--- config.mk ---
export PLATFORM = sky130hd
export DESIGN_NAME = csr_setpoint_bank
export DESIGN_NICKNAME = d
export VERILOG_FILES = /design/src/hdl/csr_pkg.sv /design/src/hdl/csr_setpoint_bank.sv
export SDC_FILE = /design/constraint.sdc
export NUM_CORES = 1
export LEC_CHECK = 0
export ABC_AREA = 1
export BUFFER_PORTS_ARGS = -buffer_cell sky130_fd_sc_hd__clkbuf_2
export CORE_MARGIN = 3
export CORE_UTILIZATION = 46
export CTS_BUF_LIST = sky130_fd_sc_hd__clkbuf_8 sky130_fd_sc_hd__clkbuf_16
export DETAILED_ROUTE_END_ITERATION = 12
export GPL_TIMING_DRIVEN = 0
export HOLD_SLACK_MARGIN = 0.1
export PLACE_DENSITY = 0.78
export SYNTH_ARGS = -nofsm -noshare
export SYNTH_HDL_FRONTEND = slang
export SYNTH_SLANG_ARGS = --single-unit
--- constraint.sdc ---
create_clock -name clk_sys_i -period 7.6 [get_ports clk_sys_i]
set_input_delay 1.52 -clock clk_sys_i [delete_from_list [all_inputs] [get_ports clk_sys_i]]
set_output_delay 1.52 -clock clk_sys_i [all_outputs]
set_load 0.005 [all_outputs]
--- src/hdl/csr_pkg.sv ---
// Purpose: Shared constants for the charge setpoint register bank
// Assumes: Registers are reached through a byte-wide register port from the serial engine
// Notes: Currents are in mA, voltages in mV
package csr_pkg;
  // -------------------------------------------------------------------
  // Serial bus and register map
  // -------------------------------------------------------------------
  localparam logic [6:0] CSR_DEV_ADDR = 7'h6B;
  localparam logic [7:0] CSR_OFS_CHG_CUR = 8'h02;
  localparam logic [7:0] CSR_OFS_PRE_TERM = 8'h03;
  localparam logic [7:0] CSR_OFS_CHG_VOLT = 8'h04;
  localparam logic [7:0] CSR_RST_CHG_CUR = 8'h60;
  localparam logic [7:0] CSR_RST_PRE_TERM = 8'h11;
  localparam logic [7:0] CSR_RST_CHG_VOLT = 8'hB2;
  localparam logic [7:0] CSR_UNMAPPED_RD = 8'h00;
  // -------------------------------------------------------------------
  // Field positions
  // -------------------------------------------------------------------
  localparam int CSR_FAST_MSB = 7;
  localparam int CSR_FAST_LSB = 2;
  localparam int CSR_RSVD_BIT = 1;
  localparam int CSR_OVRD_BIT = 0;
  localparam int CSR_PRE_MSB = 7;
  localparam int CSR_PRE_LSB = 4;
  localparam int CSR_TERM_MSB = 3;
  localparam int CSR_TERM_LSB = 0;
  localparam int CSR_VOLT_MSB = 7;
  localparam int CSR_VOLT_LSB = 2;
  localparam int CSR_LOWV_BIT = 1;
  localparam int CSR_RECH_BIT = 0;
  // -------------------------------------------------------------------
  // Decode scaling
  // -------------------------------------------------------------------
  localparam logic [12:0] CSR_FAST_OFS_MA = 13'h0200;
  localparam logic [12:0] CSR_FAST_LSB_MA = 13'h0040;
  localparam logic [12:0] CSR_FAST_LOW_MAX_MA = 13'h09C0;
  localparam logic [12:0] CSR_FAST_REDUCE_DIV = 13'h0005;
  localparam logic [11:0] CSR_PT_OFS_MA = 12'h080;
  localparam logic [11:0] CSR_PT_LSB_MA = 12'h080;
  localparam logic [12:0] CSR_VOLT_OFS_MV = 13'h0DB0;
  localparam logic [12:0] CSR_VOLT_LSB_MV = 13'h0010;
  localparam logic [12:0] CSR_VOLT_MAX_MV = 13'h1130;
  localparam logic [11:0] CSR_LOWV_0_MV = 12'hAF0;
  localparam logic [11:0] CSR_LOWV_1_MV = 12'hBB8;
  localparam logic [8:0] CSR_RECH_0_MV = 9'h064;
  localparam logic [8:0] CSR_RECH_1_MV = 9'h12C;
endpackage : csr_pkg

--- src/hdl/csr_setpoint_bank.sv ---
// Purpose: Three read/write charge setpoint registers and their decoded setpoints
// Assumes: Serial engine presents one-cycle read/write strobes with device address and offset
// Notes: Write data lands on the clock edge of the strobe; setpoints follow combinationally on that same edge
// Functional notes
// (RQ1) Fast current = 512 mA plus 64 mA per code step of bits 7:2.
// (RQ2) Lower-current variant clamps the fast current setpoint at 2496 mA.
// (RQ3) Fast current code resets to 011000, meaning 2048 mA.
// (RQ4) Host writes zero to bit 1 of the charge current register.
// (RQ5) Override bit gives 20% fast and 50% precharge current, else unchanged.
// (RQ6) Precharge and termination codes = 128 mA plus 128 mA per step.
// (RQ7) Precharge and termination codes both reset to 0001, meaning 256 mA.
// (RQ8) Voltage = 3.504 V plus 16 mV per step, top of range 4.400 V.
// (RQ9) Voltage code resets to 101100, meaning 4.208 V.
// (RQ10) Bit 1 of voltage register picks 2.8 V or 3.0 V, resets to 1.
// (RQ11) Bit 0 of voltage register picks 100 or 300 mV recharge, resets 0.
// (RQ12) Registers answer at serial address 6BH with reads and writes.
// (RQ13) Stored fields drive setpoints continuously, updated once a write completes.
`timescale 1ns/100ps
`default_nettype none
module csr_setpoint_bank
  import csr_pkg::*;
#(
  parameter bit LOW_CURRENT_VARIANT = 1'b0
) (
  // Clock, reset, enable
  input wire logic clk_sys_i,
  input wire logic nrst_i,
  input wire logic ce_i,
  // Register port from serial engine
  input wire logic [6:0] dev_addr_i,
  input wire logic [7:0] reg_addr_i,
  input wire logic reg_wr_i,
  input wire logic reg_rd_i,
  input wire logic [7:0] reg_wdata_i,
  output logic [7:0] reg_rdata_o,
  output logic reg_hit_o,
  // Raw fields
  output logic [5:0] fast_current_code_o,
  output logic reduced_current_override_o,
  output logic [3:0] precondition_current_code_o,
  output logic [3:0] end_of_charge_current_code_o,
  output logic [5:0] target_voltage_code_o,
  output logic precondition_exit_threshold_o,
  output logic restart_threshold_select_o,
  // Decoded setpoints
  output logic [12:0] fast_current_ma_o,
  output logic [11:0] precharge_current_ma_o,
  output logic [11:0] term_current_ma_o,
  output logic [12:0] charge_voltage_mv_o,
  output logic [11:0] precharge_exit_mv_o,
  output logic [8:0] recharge_drop_mv_o
);

  // ---------------------------------------------------------------
  // Decode helpers
  // ---------------------------------------------------------------
  function automatic logic [11:0] pt_decode(input logic [3:0] code);
    pt_decode = 12'(CSR_PT_OFS_MA + 12'(code) * CSR_PT_LSB_MA); // [RQ6]
  endfunction : pt_decode

  // ---------------------------------------------------------------
  // Address decode
  // ---------------------------------------------------------------
  logic [7:0] chg_cur;
  logic [7:0] pre_term;
  logic [7:0] chg_volt;
  wire dev_sel = (dev_addr_i == CSR_DEV_ADDR); // [RQ12]
  wire sel_cur = dev_sel && (reg_addr_i == CSR_OFS_CHG_CUR);
  wire sel_pt = dev_sel && (reg_addr_i == CSR_OFS_PRE_TERM);
  wire sel_volt = dev_sel && (reg_addr_i == CSR_OFS_CHG_VOLT);
  wire wr_en = ce_i && reg_wr_i;
  // Bit 1 is held at zero so a careless host cannot leave junk there
  wire [7:0] cur_wdata = reg_wdata_i & ~(8'h01 << CSR_RSVD_BIT); // [RQ4]
  wire [7:0] next_rdata = sel_cur ? chg_cur :
                          sel_pt ? pre_term :
                          sel_volt ? chg_volt : CSR_UNMAPPED_RD;

  // ---------------------------------------------------------------
  // Register storage
  // ---------------------------------------------------------------
  always_ff @(posedge clk_sys_i or negedge nrst_i) begin
    if (!nrst_i) begin
      chg_cur <= CSR_RST_CHG_CUR; // [RQ3]
      pre_term <= CSR_RST_PRE_TERM; // [RQ7]
      chg_volt <= CSR_RST_CHG_VOLT; // [RQ9] [RQ10] [RQ11]
    end else if (wr_en) begin
      if (sel_cur) chg_cur <= cur_wdata; // [RQ12]
      if (sel_pt) pre_term <= reg_wdata_i;
      if (sel_volt) chg_volt <= reg_wdata_i;
    end
  end

  always_ff @(posedge clk_sys_i or negedge nrst_i) begin
    if (!nrst_i) begin
      reg_rdata_o <= CSR_UNMAPPED_RD;
    end else if (ce_i && reg_rd_i) begin
      reg_rdata_o <= next_rdata; // [RQ12]
    end
  end

  assign reg_hit_o = sel_cur || sel_pt || sel_volt;

  // ---------------------------------------------------------------
  // Setpoint decode
  // ---------------------------------------------------------------
  wire [5:0] fast_code = chg_cur[CSR_FAST_MSB:CSR_FAST_LSB];
  wire ovrd = chg_cur[CSR_OVRD_BIT];
  wire [3:0] pre_code = pre_term[CSR_PRE_MSB:CSR_PRE_LSB];
  wire [3:0] term_code = pre_term[CSR_TERM_MSB:CSR_TERM_LSB];
  wire [5:0] volt_code = chg_volt[CSR_VOLT_MSB:CSR_VOLT_LSB];
  wire [12:0] fast_raw = 13'(CSR_FAST_OFS_MA + 13'(fast_code) * CSR_FAST_LSB_MA); // [RQ1]
  wire [12:0] fast_lim = (LOW_CURRENT_VARIANT && fast_raw > CSR_FAST_LOW_MAX_MA) ?
                         CSR_FAST_LOW_MAX_MA : fast_raw; // [RQ2]
  // Constant divide costs some area; kept exact rather than a shift approximation
  wire [12:0] fast_eff = ovrd ? 13'(fast_lim / CSR_FAST_REDUCE_DIV) : fast_lim; // [RQ5]
  wire [11:0] pre_raw = pt_decode(pre_code);
  wire [11:0] pre_eff = ovrd ? (pre_raw >> 1) : pre_raw; // [RQ5]
  wire [12:0] volt_raw = 13'(CSR_VOLT_OFS_MV + 13'(volt_code) * CSR_VOLT_LSB_MV); // [RQ8]
  // Codes above the top of range are held at the range limit
  wire [12:0] volt_eff = (volt_raw > CSR_VOLT_MAX_MV) ? CSR_VOLT_MAX_MV : volt_raw; // [RQ8]

  // Outputs come straight from the stored bytes, so they update the cycle after a write
  assign fast_current_code_o = fast_code; // [RQ13]
  assign reduced_current_override_o = ovrd;
  assign precondition_current_code_o = pre_code;
  assign end_of_charge_current_code_o = term_code;
  assign target_voltage_code_o = volt_code;
  assign precondition_exit_threshold_o = chg_volt[CSR_LOWV_BIT];
  assign restart_threshold_select_o = chg_volt[CSR_RECH_BIT];
  assign fast_current_ma_o = fast_eff;
  assign precharge_current_ma_o = pre_eff;
  assign term_current_ma_o = pt_decode(term_code); // [RQ6]
  assign charge_voltage_mv_o = volt_eff;
  assign precharge_exit_mv_o = chg_volt[CSR_LOWV_BIT] ? CSR_LOWV_1_MV : CSR_LOWV_0_MV; // [RQ10]
  assign recharge_drop_mv_o = chg_volt[CSR_RECH_BIT] ? CSR_RECH_1_MV : CSR_RECH_0_MV; // [RQ11]

  // ---------------------------------------------------------------
  // Checks
  // ---------------------------------------------------------------
  property p_fast_decode;
    @(posedge clk_sys_i) disable iff (!nrst_i)
      (!ovrd && !LOW_CURRENT_VARIANT) |->
        fast_current_ma_o == 13'(512 + 64 * int'(fast_current_code_o));
  endproperty
  a_fast_decode: assert property (p_fast_decode) else $error("fast current decode wrong"); // [RQ1]

  property p_low_clamp;
    @(posedge clk_sys_i) disable iff (!nrst_i)
      LOW_CURRENT_VARIANT |-> fast_current_ma_o <= 13'd2496;
  endproperty
  a_low_clamp: assert property (p_low_clamp) else $error("low variant exceeds limit"); // [RQ2]

  property p_reset_values;
    @(posedge clk_sys_i)
      $rose(nrst_i) |-> fast_current_code_o == 6'h18 && precondition_current_code_o == 4'h1
        && end_of_charge_current_code_o == 4'h1 && target_voltage_code_o == 6'h2C;
  endproperty
  a_reset_values: assert property (p_reset_values) else $error("wrong reset values"); // [RQ3]

  property p_rsvd_zero;
    @(posedge clk_sys_i) disable iff (!nrst_i)
      (wr_en && sel_cur) |=> chg_cur[CSR_RSVD_BIT] == 1'b0 && chg_cur[7:2] == $past(reg_wdata_i[7:2]);
  endproperty
  a_rsvd_zero: assert property (p_rsvd_zero) else $error("reserved bit stored"); // [RQ4]

  // Expected values worked from the raw codes, so a broken divider or clamp shows up here
  property p_reduce;
    @(posedge clk_sys_i) disable iff (!nrst_i)
      reduced_current_override_o |->
        precharge_current_ma_o == 12'((128 + 128 * int'(precondition_current_code_o)) / 2)
        && fast_current_ma_o == 13'(((LOW_CURRENT_VARIANT && int'(fast_current_code_o) > 31)
           ? 2496 : 512 + 64 * int'(fast_current_code_o)) / 5);
  endproperty
  a_reduce: assert property (p_reduce) else $error("override scaling wrong"); // [RQ5]

  property p_term_decode;
    @(posedge clk_sys_i) disable iff (!nrst_i)
      term_current_ma_o == 12'(128 + 128 * int'(end_of_charge_current_code_o));
  endproperty
  a_term_decode: assert property (p_term_decode) else $error("termination decode wrong"); // [RQ6]

  property p_volt_decode;
    @(posedge clk_sys_i) disable iff (!nrst_i)
      (target_voltage_code_o <= 6'h38) |->
        charge_voltage_mv_o == 13'(3504 + 16 * int'(target_voltage_code_o));
  endproperty
  a_volt_decode: assert property (p_volt_decode) else $error("voltage decode wrong"); // [RQ8]

  property p_thresholds;
    @(posedge clk_sys_i) disable iff (!nrst_i)
      precharge_exit_mv_o == (precondition_exit_threshold_o ? 12'd3000 : 12'd2800)
        && recharge_drop_mv_o == (restart_threshold_select_o ? 9'd300 : 9'd100);
  endproperty
  a_thresholds: assert property (p_thresholds) else $error("threshold select wrong"); // [RQ10] [RQ11]

  property p_read_back;
    @(posedge clk_sys_i) disable iff (!nrst_i)
      (ce_i && reg_rd_i && sel_volt && !reg_wr_i) |=> reg_rdata_o == chg_volt;
  endproperty
  a_read_back: assert property (p_read_back) else $error("read data mismatch"); // [RQ12]

  property p_write_effect;
    @(posedge clk_sys_i) disable iff (!nrst_i)
      (wr_en && sel_volt) |=> target_voltage_code_o == $past(reg_wdata_i[7:2])
        && restart_threshold_select_o == $past(reg_wdata_i[0]);
  endproperty
  a_write_effect: assert property (p_write_effect) else $error("write not applied"); // [RQ13]

  property p_foreign_addr;
    @(posedge clk_sys_i) disable iff (!nrst_i)
      (reg_wr_i && !dev_sel) |=> $stable(chg_cur) && $stable(pre_term) && $stable(chg_volt);
  endproperty
  a_foreign_addr: assert property (p_foreign_addr) else $error("write to other device taken"); // [RQ12]

  property p_ce_freeze;
    @(posedge clk_sys_i) disable iff (!nrst_i)
      !ce_i |=> $stable(chg_cur) && $stable(pre_term) && $stable(chg_volt)
        && $stable(reg_rdata_o);
  endproperty
  a_ce_freeze: assert property (p_ce_freeze) else $error("state moved with enable low"); // [RQ13]

  property p_rdata_hold;
    @(posedge clk_sys_i) disable iff (!nrst_i)
      !(ce_i && reg_rd_i) |=> $stable(reg_rdata_o);
  endproperty
  a_rdata_hold: assert property (p_rdata_hold) else $error("read data moved without read"); // [RQ12]

  property p_unmapped_read;
    @(posedge clk_sys_i) disable iff (!nrst_i)
      (ce_i && reg_rd_i && !reg_hit_o) |=> reg_rdata_o == 8'h00;
  endproperty
  a_unmapped_read: assert property (p_unmapped_read) else $error("unmapped read not zero"); // [RQ12]

endmodule : csr_setpoint_bank
`default_nettype wire

==> results.py, run 1 <==
metrics = {
    "status": {
        "outcome": "finished, violations left",
        "violations": "negative setup slack",
    },
    "yosys": {
        "synth.top_cell.area_share_pct": 16.5,
        "yosysTopAreaCell": "nand2_1",
        "synthTopCellsByArea": "nand2_1 17%, dfrtp_1 16%, inv_1 8.1%",
        "post-synth-top-count-cell": "nand2_1",
        "async_flop_share_pct": 100,
        "ys_ff_latch": 31,
        "yosysSeqAreaShare_pct": 21.4,
        "syn_area_sq_um": 3680,
        "synthFlopType": "dfrtp_1",
        "synthCells": 584,
        "synth.distinct_cells": 40,
        "synth_area_per_cell_sq_um": 6.29,
        "synth_edf_count": 0,
        "synth_commonest_cells": "162 x nand2_1, 79 x inv_1, 49 x nand3_1",
        "yosys_warnings": 0,
    },
    "cells_and_area": {
        "finalNonFillerCells": 878,
        "multiInputGateArea_sq_um": 2710,
        "num-fill-cells": 588,
        "antennaDiodeCount": 0,
        "nets": 820,
        "register_area_sq_um": 786,
        "area_growth_pct": 46.4,
        "postLayoutCellArea_sq_um": 5380,
        "fin_util_pct": 71.9,
        "drive_gt1_share_pct": 42.0,
    },
    "sta": {
        "max_freq_mhz": 123,
        "rsz0062_at_grt": "yes",
        "slew_viol_final": 0,
        "fin_crit_ps": 8130,
        "finClkSkew_ps": 10.7,
        "relSlewSlack_pct": 49.3,
        "hold_violations": 0,
        "setup_ws_ps": -529,
        "setup-violations-final": 2,
        "worst_slew_pin_slew_ps": 753,
        "period_share_pct": 107,
    },
    "power": {
        "p_switching_uw": 185,
        "p_int_uw": 360,
        "clockPowerShare_pct": 29.9,
        "pwr-share-seq_pct": 30.3,
        "power_frac_comb_pct": 39.8,
        "pwr_density_cell_nw_per_um2": 101,
        "peakVddDrop_mv": 0.115,
        "cellLeakagePower_nw": 3.06,
        "sw_frac_of_total_pct": 33.9,
    },
    "cts": {
        "htree_levels": 2,
        "clk_pin_slew_ps": 70,
        "cts.path.max_buffers": 2,
        "cts_hold_buffers": 0,
        "clock_sinks": 31,
        "cts.root.buffer_cell": "clkbuf_8",
        "clock_latency_ps": 290,
        "cts_buffers": 5,
        "cts_tree": "done",
    },
    "place": {
        "placed_cells": 811,
        "place.gp.congestion": 0.868,
        "dp_hpwl_um": 8090,
        "port_buffers": 98,
        "place_worst_setup_slack_ps": -776,
        "post_dp_cell_area_sq_um": 4500,
    },
    "worst_setup_path": {
        "worst_setup_path_end_kind": "output pin",
        "cp-start-kind": "flip-flop",
        "crit_fanout": 5,
        "crit_top_cell": "nand2_4",
        "worst_ep_required_time_ps": 6080,
        "cp_data_arrival_time_ps": 6610,
        "slowest_stage": "dfstp_2",
        "critPathMaxStageDelay_ps": 550,
        "crit_type": "reg2out",
    },
    "route": {
        "drt_wl_total_um": 11800,
        "dr.pass1.iters": 5,
        "vias_per_cell": 5.06,
        "dr_total_vias": 4447,
        "drc_errors": 0,
        "postRouteAntennaNets": 0,
        "wl_per_cell_um": 13.4,
        "drt_iter0_markers": 177,
    },
    "grt": {
        "grt_pass1_vias": 4266,
        "grt_pass1_wl_um": 18400,
        "grt_max_degree": 32,
        "grtUsageTotal_pct": 24.7,
        "grt_overflow_total": 0,
        "grt_antenna_before_repair": 0,
    },
    "floorplan": {
        "io_pins": 131,
        "initial_core_util_pct": 49.1,
        "core_sq_um": 7490,
        "die_w_um": 95.4,
        "placementRows": 31,
        "die_h_um": 95.4,
        "die-area_sq_um": 9100,
    },
    "worst_hold_path": {
        "holdCritPathClass": "reg2reg",
    },
    "flow_run": {
        "drv_cap": 0,
    },
}
==> timing repair <==
| item | 4_1_cts | 5_1_grt |
|---|---|---|
| buffers inserted | 40 | 19 |
| resized for setup | 30 | 43 |
| setup endpoints to repair | 3 | 3 |
| pin swaps | 36 | 35 |
| gates cloned | 0 | 0 |
==> flip-flops by register name (all words and copies together) (netlist names) <==
signal       cells
chg_cur          7
pre_term         8
reg_rdata_o      8
chg_volt         8
==> stage by stage <==
| step | hold WS, ps | power [mW] | setup TNS, ps |
|---|---|---|---|
| floorplan | 476 | 0.292 | 0 |
| global placement | 468 | 0.321 | -866 |
| detailed placement | 476 | 0.326 | -1280 |
| CTS | 494 | 0.518 | -674 |
| global route | 529 | 0.577 | -1810 |
| finish | 493 | 0.545 | -783 |
==> metal layers <==
| layer | up-vias | global-route usage (%) | share of wire [%] |
|---|---|---|---|
| li1 | 2201 | - | - |
| met1 | 2050 | 28.2 | 39 |
| met2 | 156 | 45.1 | 53 |
| met3 | 40 | 4.74 | 5.3 |
| met4 | 0 | 9.48 | 2.6 |
| met5 | - | 0 | 0 |
==> critical path: cells and delay by family (launching register included) <==
| family | cells | cell delay (ps) |
|---|---|---|
| flops | 1 | 550 |
| fa+ha+maj | 7 | 1240 |
| simple gates | 38 | 3490 |
| buf+inv | 12 | 1040 |
==> final cells by class <==
| class | count | area share, % |
|---|---|---|
| Inverter | 86 | 6.28 |
| Clock buffer | 5 | 1.28 |
| Clock inverter | 3 | 0.814 |
| Multi-Input combinational cell | 450 | 50.3 |
| Buffer | 47 | 6.35 |
| Sequential cell | 31 | 14.6 |
| Timing Repair Buffer | 157 | 18.1 |
| Tap cell | 99 | 2.30 |
==> cells in the final DEF (no fill, tap or decap), drive strengths merged, types with 2 or more instances in the layout <==
cell,netlist,layout
nor4,3,3
conb,2,32
nand3,59,59
xnor2,2,2
a221oi,4,4
xor2,6,6
ha,14,14
nand4,16,16
nor2,47,47
mux2,2,2
or2,3,3
dfstp,8,8
dfrtp,23,23
o22ai,3,3
o21ai,46,46
clkinv,1,2
nor3,2,2
nand3b,3,3
nand2,186,186
inv,85,86
clkbuf,7,109
a21oi,18,18
buf,40,100
==> power groups by stage <==
stage,clock network [mW],logic (mW),registers (mW)
after floorplan,0,0.123,0.168
after global placement,0,0.153,0.168
after detailed placement,0,0.157,0.168
after CTS,0.164,0.188,0.165
after global routing,0.174,0.238,0.165
final,0.163,0.217,0.165
==> worst paths after layout <==
path,from,slack [ps],endpoint,depth (start not counted)
max,chg_cur[5]$_DFFE_PN1P_,-530,fast_current_ma_o[0],57
min,reg_rdata_o[2]$_DFFE_PN0P_,490,reg_rdata_o[2]$_DFFE_PN0P_,2
max reg2reg,chg_cur[0]$_DFFE_PN0P_,6340,reg_rdata_o[0]$_DFFE_PN0P_,3
min reg2reg,reg_rdata_o[2]$_DFFE_PN0P_,490,reg_rdata_o[2]$_DFFE_PN0P_,2
max in group asynchronous,nrst_i,5820,reg_rdata_o[6]$_DFFE_PN0P_,1
min in group asynchronous,nrst_i,1300,chg_volt[2]$_DFFE_PN0P_,1
==> cell families after synthesis <==
| logic type | share of synthesized area [%] |
|---|---|
| muxes | 0.613 |
| AOI/OAI and AO/OA | 11.1 |
| DFF | 21.4 |
| buffers and inverters | 18.0 |
| xor gates and xnor gates | 1.91 |
| and+or+nand+nor | 42.0 |
| adders and majority gates | 4.77 |
| other | 0.204 |
No activity file was read; power rests on OpenSTA's default activity.
==> inputs of run 2 (changes only) <==
--- a/config.mk
+++ b/config.mk
@@ -8,12 +8,14 @@
 export ABC_AREA = 1
 export BUFFER_PORTS_ARGS = -buffer_cell sky130_fd_sc_hd__clkbuf_2
 export CORE_MARGIN = 3
-export CORE_UTILIZATION = 46
+export CORE_UTILIZATION = 51
 export CTS_BUF_LIST = sky130_fd_sc_hd__clkbuf_8 sky130_fd_sc_hd__clkbuf_16
+export CTS_CLUSTER_DIAMETER = 100
 export DETAILED_ROUTE_END_ITERATION = 12
 export GPL_TIMING_DRIVEN = 0
 export HOLD_SLACK_MARGIN = 0.1
-export PLACE_DENSITY = 0.78
+export PLACE_DENSITY = 0.82
+export SETUP_SLACK_MARGIN = 0.05
 export SYNTH_ARGS = -nofsm -noshare
 export SYNTH_HDL_FRONTEND = slang
 export SYNTH_SLANG_ARGS = --single-unit
==> constraint.sdc (replaced) <==
create_clock -name clk_sys_i -period 7.7 [get_ports clk_sys_i]
set_input_delay 1.54 -clock clk_sys_i [delete_from_list [all_inputs] [get_ports clk_sys_i]]
set_output_delay 1.54 -clock clk_sys_i [all_outputs]
set_load 0.005 [all_outputs]
==> run 2 against run 1 <==
The run still ends with negative setup slack left. Non-clock buffer count decreased by 16. Cell count down 2.2%. Combinational power fell by 5%. Total power is 11% lower. Global-route usage rose by 1.1 points. Clock-buffer cell count did not move. Critical path depth decreased by 1. First-iteration DRC count up 8.5%. Hold slack lost 11 ps. Critical endpoint unchanged. Largest power group unchanged. Highest routed layer unchanged.
==> results.py, run 2 (synthesized netlist as in run 1, its figures left out) <==
metrics = {
    "floorplan": {
        "die_h_um": 90.9,
        "die-area_sq_um": 8260,
        "core_sq_um": 6910,
        "io_pins": 131,
        "placementRows": 30,
        "die_w_um": 90.9,
        "initial_core_util_pct": 53.2,
    },
    "power": {
        "pwr-share-seq_pct": 33.5,
        "cellLeakagePower_nw": 3.01,
        "pwr_density_cell_nw_per_um2": 93.3,
        "sw_frac_of_total_pct": 35.8,
        "power_uw": 488,
        "power_frac_comb_pct": 42.3,
        "p_int_uw": 313,
        "p_switching_uw": 174,
        "peakVddDrop_mv": 0.133,
        "clockPowerShare_pct": 24.2,
    },
    "worst_setup_path": {
        "crit_type": "reg2out",
        "crit_fanout": 5,
        "critPathMaxStageDelay_ps": 540,
        "crit_top_cell": "nand2_4",
        "cp_data_arrival_time_ps": 6630,
        "slowest_stage": "dfstp_2",
        "cp-start-kind": "flip-flop",
        "worst_setup_path_end_kind": "output pin",
        "worst_ep_required_time_ps": 6160,
    },
    "cts": {
        "clk_pin_slew_ps": 60,
        "cts_tree": "done",
        "clock_sinks": 31,
        "cts_buffers": 5,
        "clock_latency_ps": 280,
        "cts.path.max_buffers": 2,
        "cts.root.buffer_cell": "clkbuf_8",
        "htree_levels": 2,
    },
    "place": {
        "port_buffers": 98,
        "place.gp.congestion": 0.897,
        "dp_hpwl_um": 8020,
        "placed_cells": 808,
    },
    "grt": {
        "grt_max_degree": 32,
        "grt_overflow_total": 0,
        "grt_pass1_vias": 4207,
        "grt_antenna_before_repair": 0,
        "grt_most_used_layer": "met2",
        "use_met3_pct": 3.33,
        "grtUsageTotal_pct": 25.8,
        "use_met1_pct": 29.2,
        "grt_pass1_wl_um": 18100,
        "use_met2_pct": 49.5,
    },
    "sta": {
        "hold_violations": 0,
        "setup_ws_ps": -465,
        "max_freq_mhz": 122,
        "relSlewSlack_pct": 49.4,
        "rsz0062_at_grt": "yes",
        "slew_viol_final": 0,
        "finClkSkew_ps": 8.50,
        "fin_crit_ps": 8170,
        "setup-violations-final": 2,
        "period_share_pct": 106,
        "worst_slew_pin_slew_ps": 752,
    },
    "route": {
        "drc_errors": 0,
        "dr.pass1.iters": 5,
        "wl_per_cell_um": 13.2,
        "vias_per_cell": 5.09,
        "postRouteAntennaNets": 0,
        "drt_iter0_markers": 192,
        "dr_total_vias": 4371,
        "drt_wl_total_um": 11400,
    },
    "cells_and_area": {
        "num-fill-cells": 569,
        "mostFrequentLayoutCell": "nand2_1",
        "nets": 804,
        "final_cell_mix": "135 x nand2_1, 98 x clkbuf_2, 74 x buf_4",
        "antennaDiodeCount": 0,
        "largestRegisters": "chg_volt (8), pre_term (8), reg_rdata_o (8)",
        "area_growth_pct": 42.1,
        "finalNonFillerCells": 859,
        "drive_gt1_share_pct": 40.4,
    },
    "status": {
        "violations": "negative setup slack",
        "outcome": "finished, violations left",
    },
    "worst_hold_path": {
        "holdCritPathClass": "reg2reg",
    },
    "flow_run": {
        "drv_cap": 0,
    },
}
run 2: per-stage QoR:
stage	hold slack [ps]	instance area (sq um)	setup slack, ps	TNS (ps)	util (%)
finish	482	5230	-465	-634	75.7
global route	522	5230	-922	-1740	75.7
detailed placement	472	4490	-654	-994	64.9
global placement	468	4490	-522	-728	64.9
floorplan	476	3870	62.3	0	-
CTS	488	5060	-322	-358	73.3
run 2: layout make-up:
class | count | area, sq um | share of cell area [%]
multi-input cells | 450 | 2720 | 52.0
inverters | 86 | 338 | 6.47
plain buffers | 47 | 342 | 6.54
repair buffers | 141 | 841 | 16.1
clock inverters | 3 | 12.5 | 0.239
flip-flops and latches | 31 | 786 | 15.0
well taps | 96 | 120 | 2.30
clock buffers | 5 | 68.8 | 1.32
run 2: critical path, delay by kind of cell, from the launching register on:
kind / cells / cell delay [ps]
and+or+nand+nor: 38 / 3670
buffers and inverters: 12 / 1140
adders and majority gates: 6 / 950
DFF: 1 / 540
run 2: per-layer routing:
metal | up-vias | routed length, um
met5 | - | 0
met4 | 0 | 196
met3 | 21 | 707
met2 | 155 | 6110
met1 | 2032 | 4350
li1 | 2163 | -
run 2: worst paths after layout:
path | from | endpoint | slack (ps) | cells after the start
max | chg_cur[5]$_DFFE_PN1P_ | fast_current_ma_o[0] | -470 | 56
min | reg_rdata_o[7]$_DFFE_PN0P_ | reg_rdata_o[7]$_DFFE_PN0P_ | 480 | 2
max reg2reg | chg_cur[0]$_DFFE_PN0P_ | reg_rdata_o[0]$_DFFE_PN0P_ | 6500 | 3
min reg2reg | reg_rdata_o[7]$_DFFE_PN0P_ | reg_rdata_o[7]$_DFFE_PN0P_ | 480 | 2
max in group asynchronous | nrst_i | reg_rdata_o[6]$_DFFE_PN0P_ | 5900 | 1
min in group asynchronous | nrst_i | pre_term[1]$_DFFE_PN0P_ | 1310 | 1
run 2: power by group through the flow:
stage | registers (mW) | logic, mW | clock network, mW
floorplan | 0.166 | 0.122 | 0
global placement | 0.166 | 0.151 | 0
detailed placement | 0.166 | 0.154 | 0
CTS | 0.163 | 0.182 | 0.120
global route | 0.163 | 0.229 | 0.127
finish | 0.163 | 0.206 | 0.118
run 2: repair_timing:
item | CTS | global route
endpoints found under the setup margin | 3 | 3
setup buffers | 38 | 5
hold buffers | 0 | 0
pin swaps | 37 | 10
resized for setup | 42 | 34
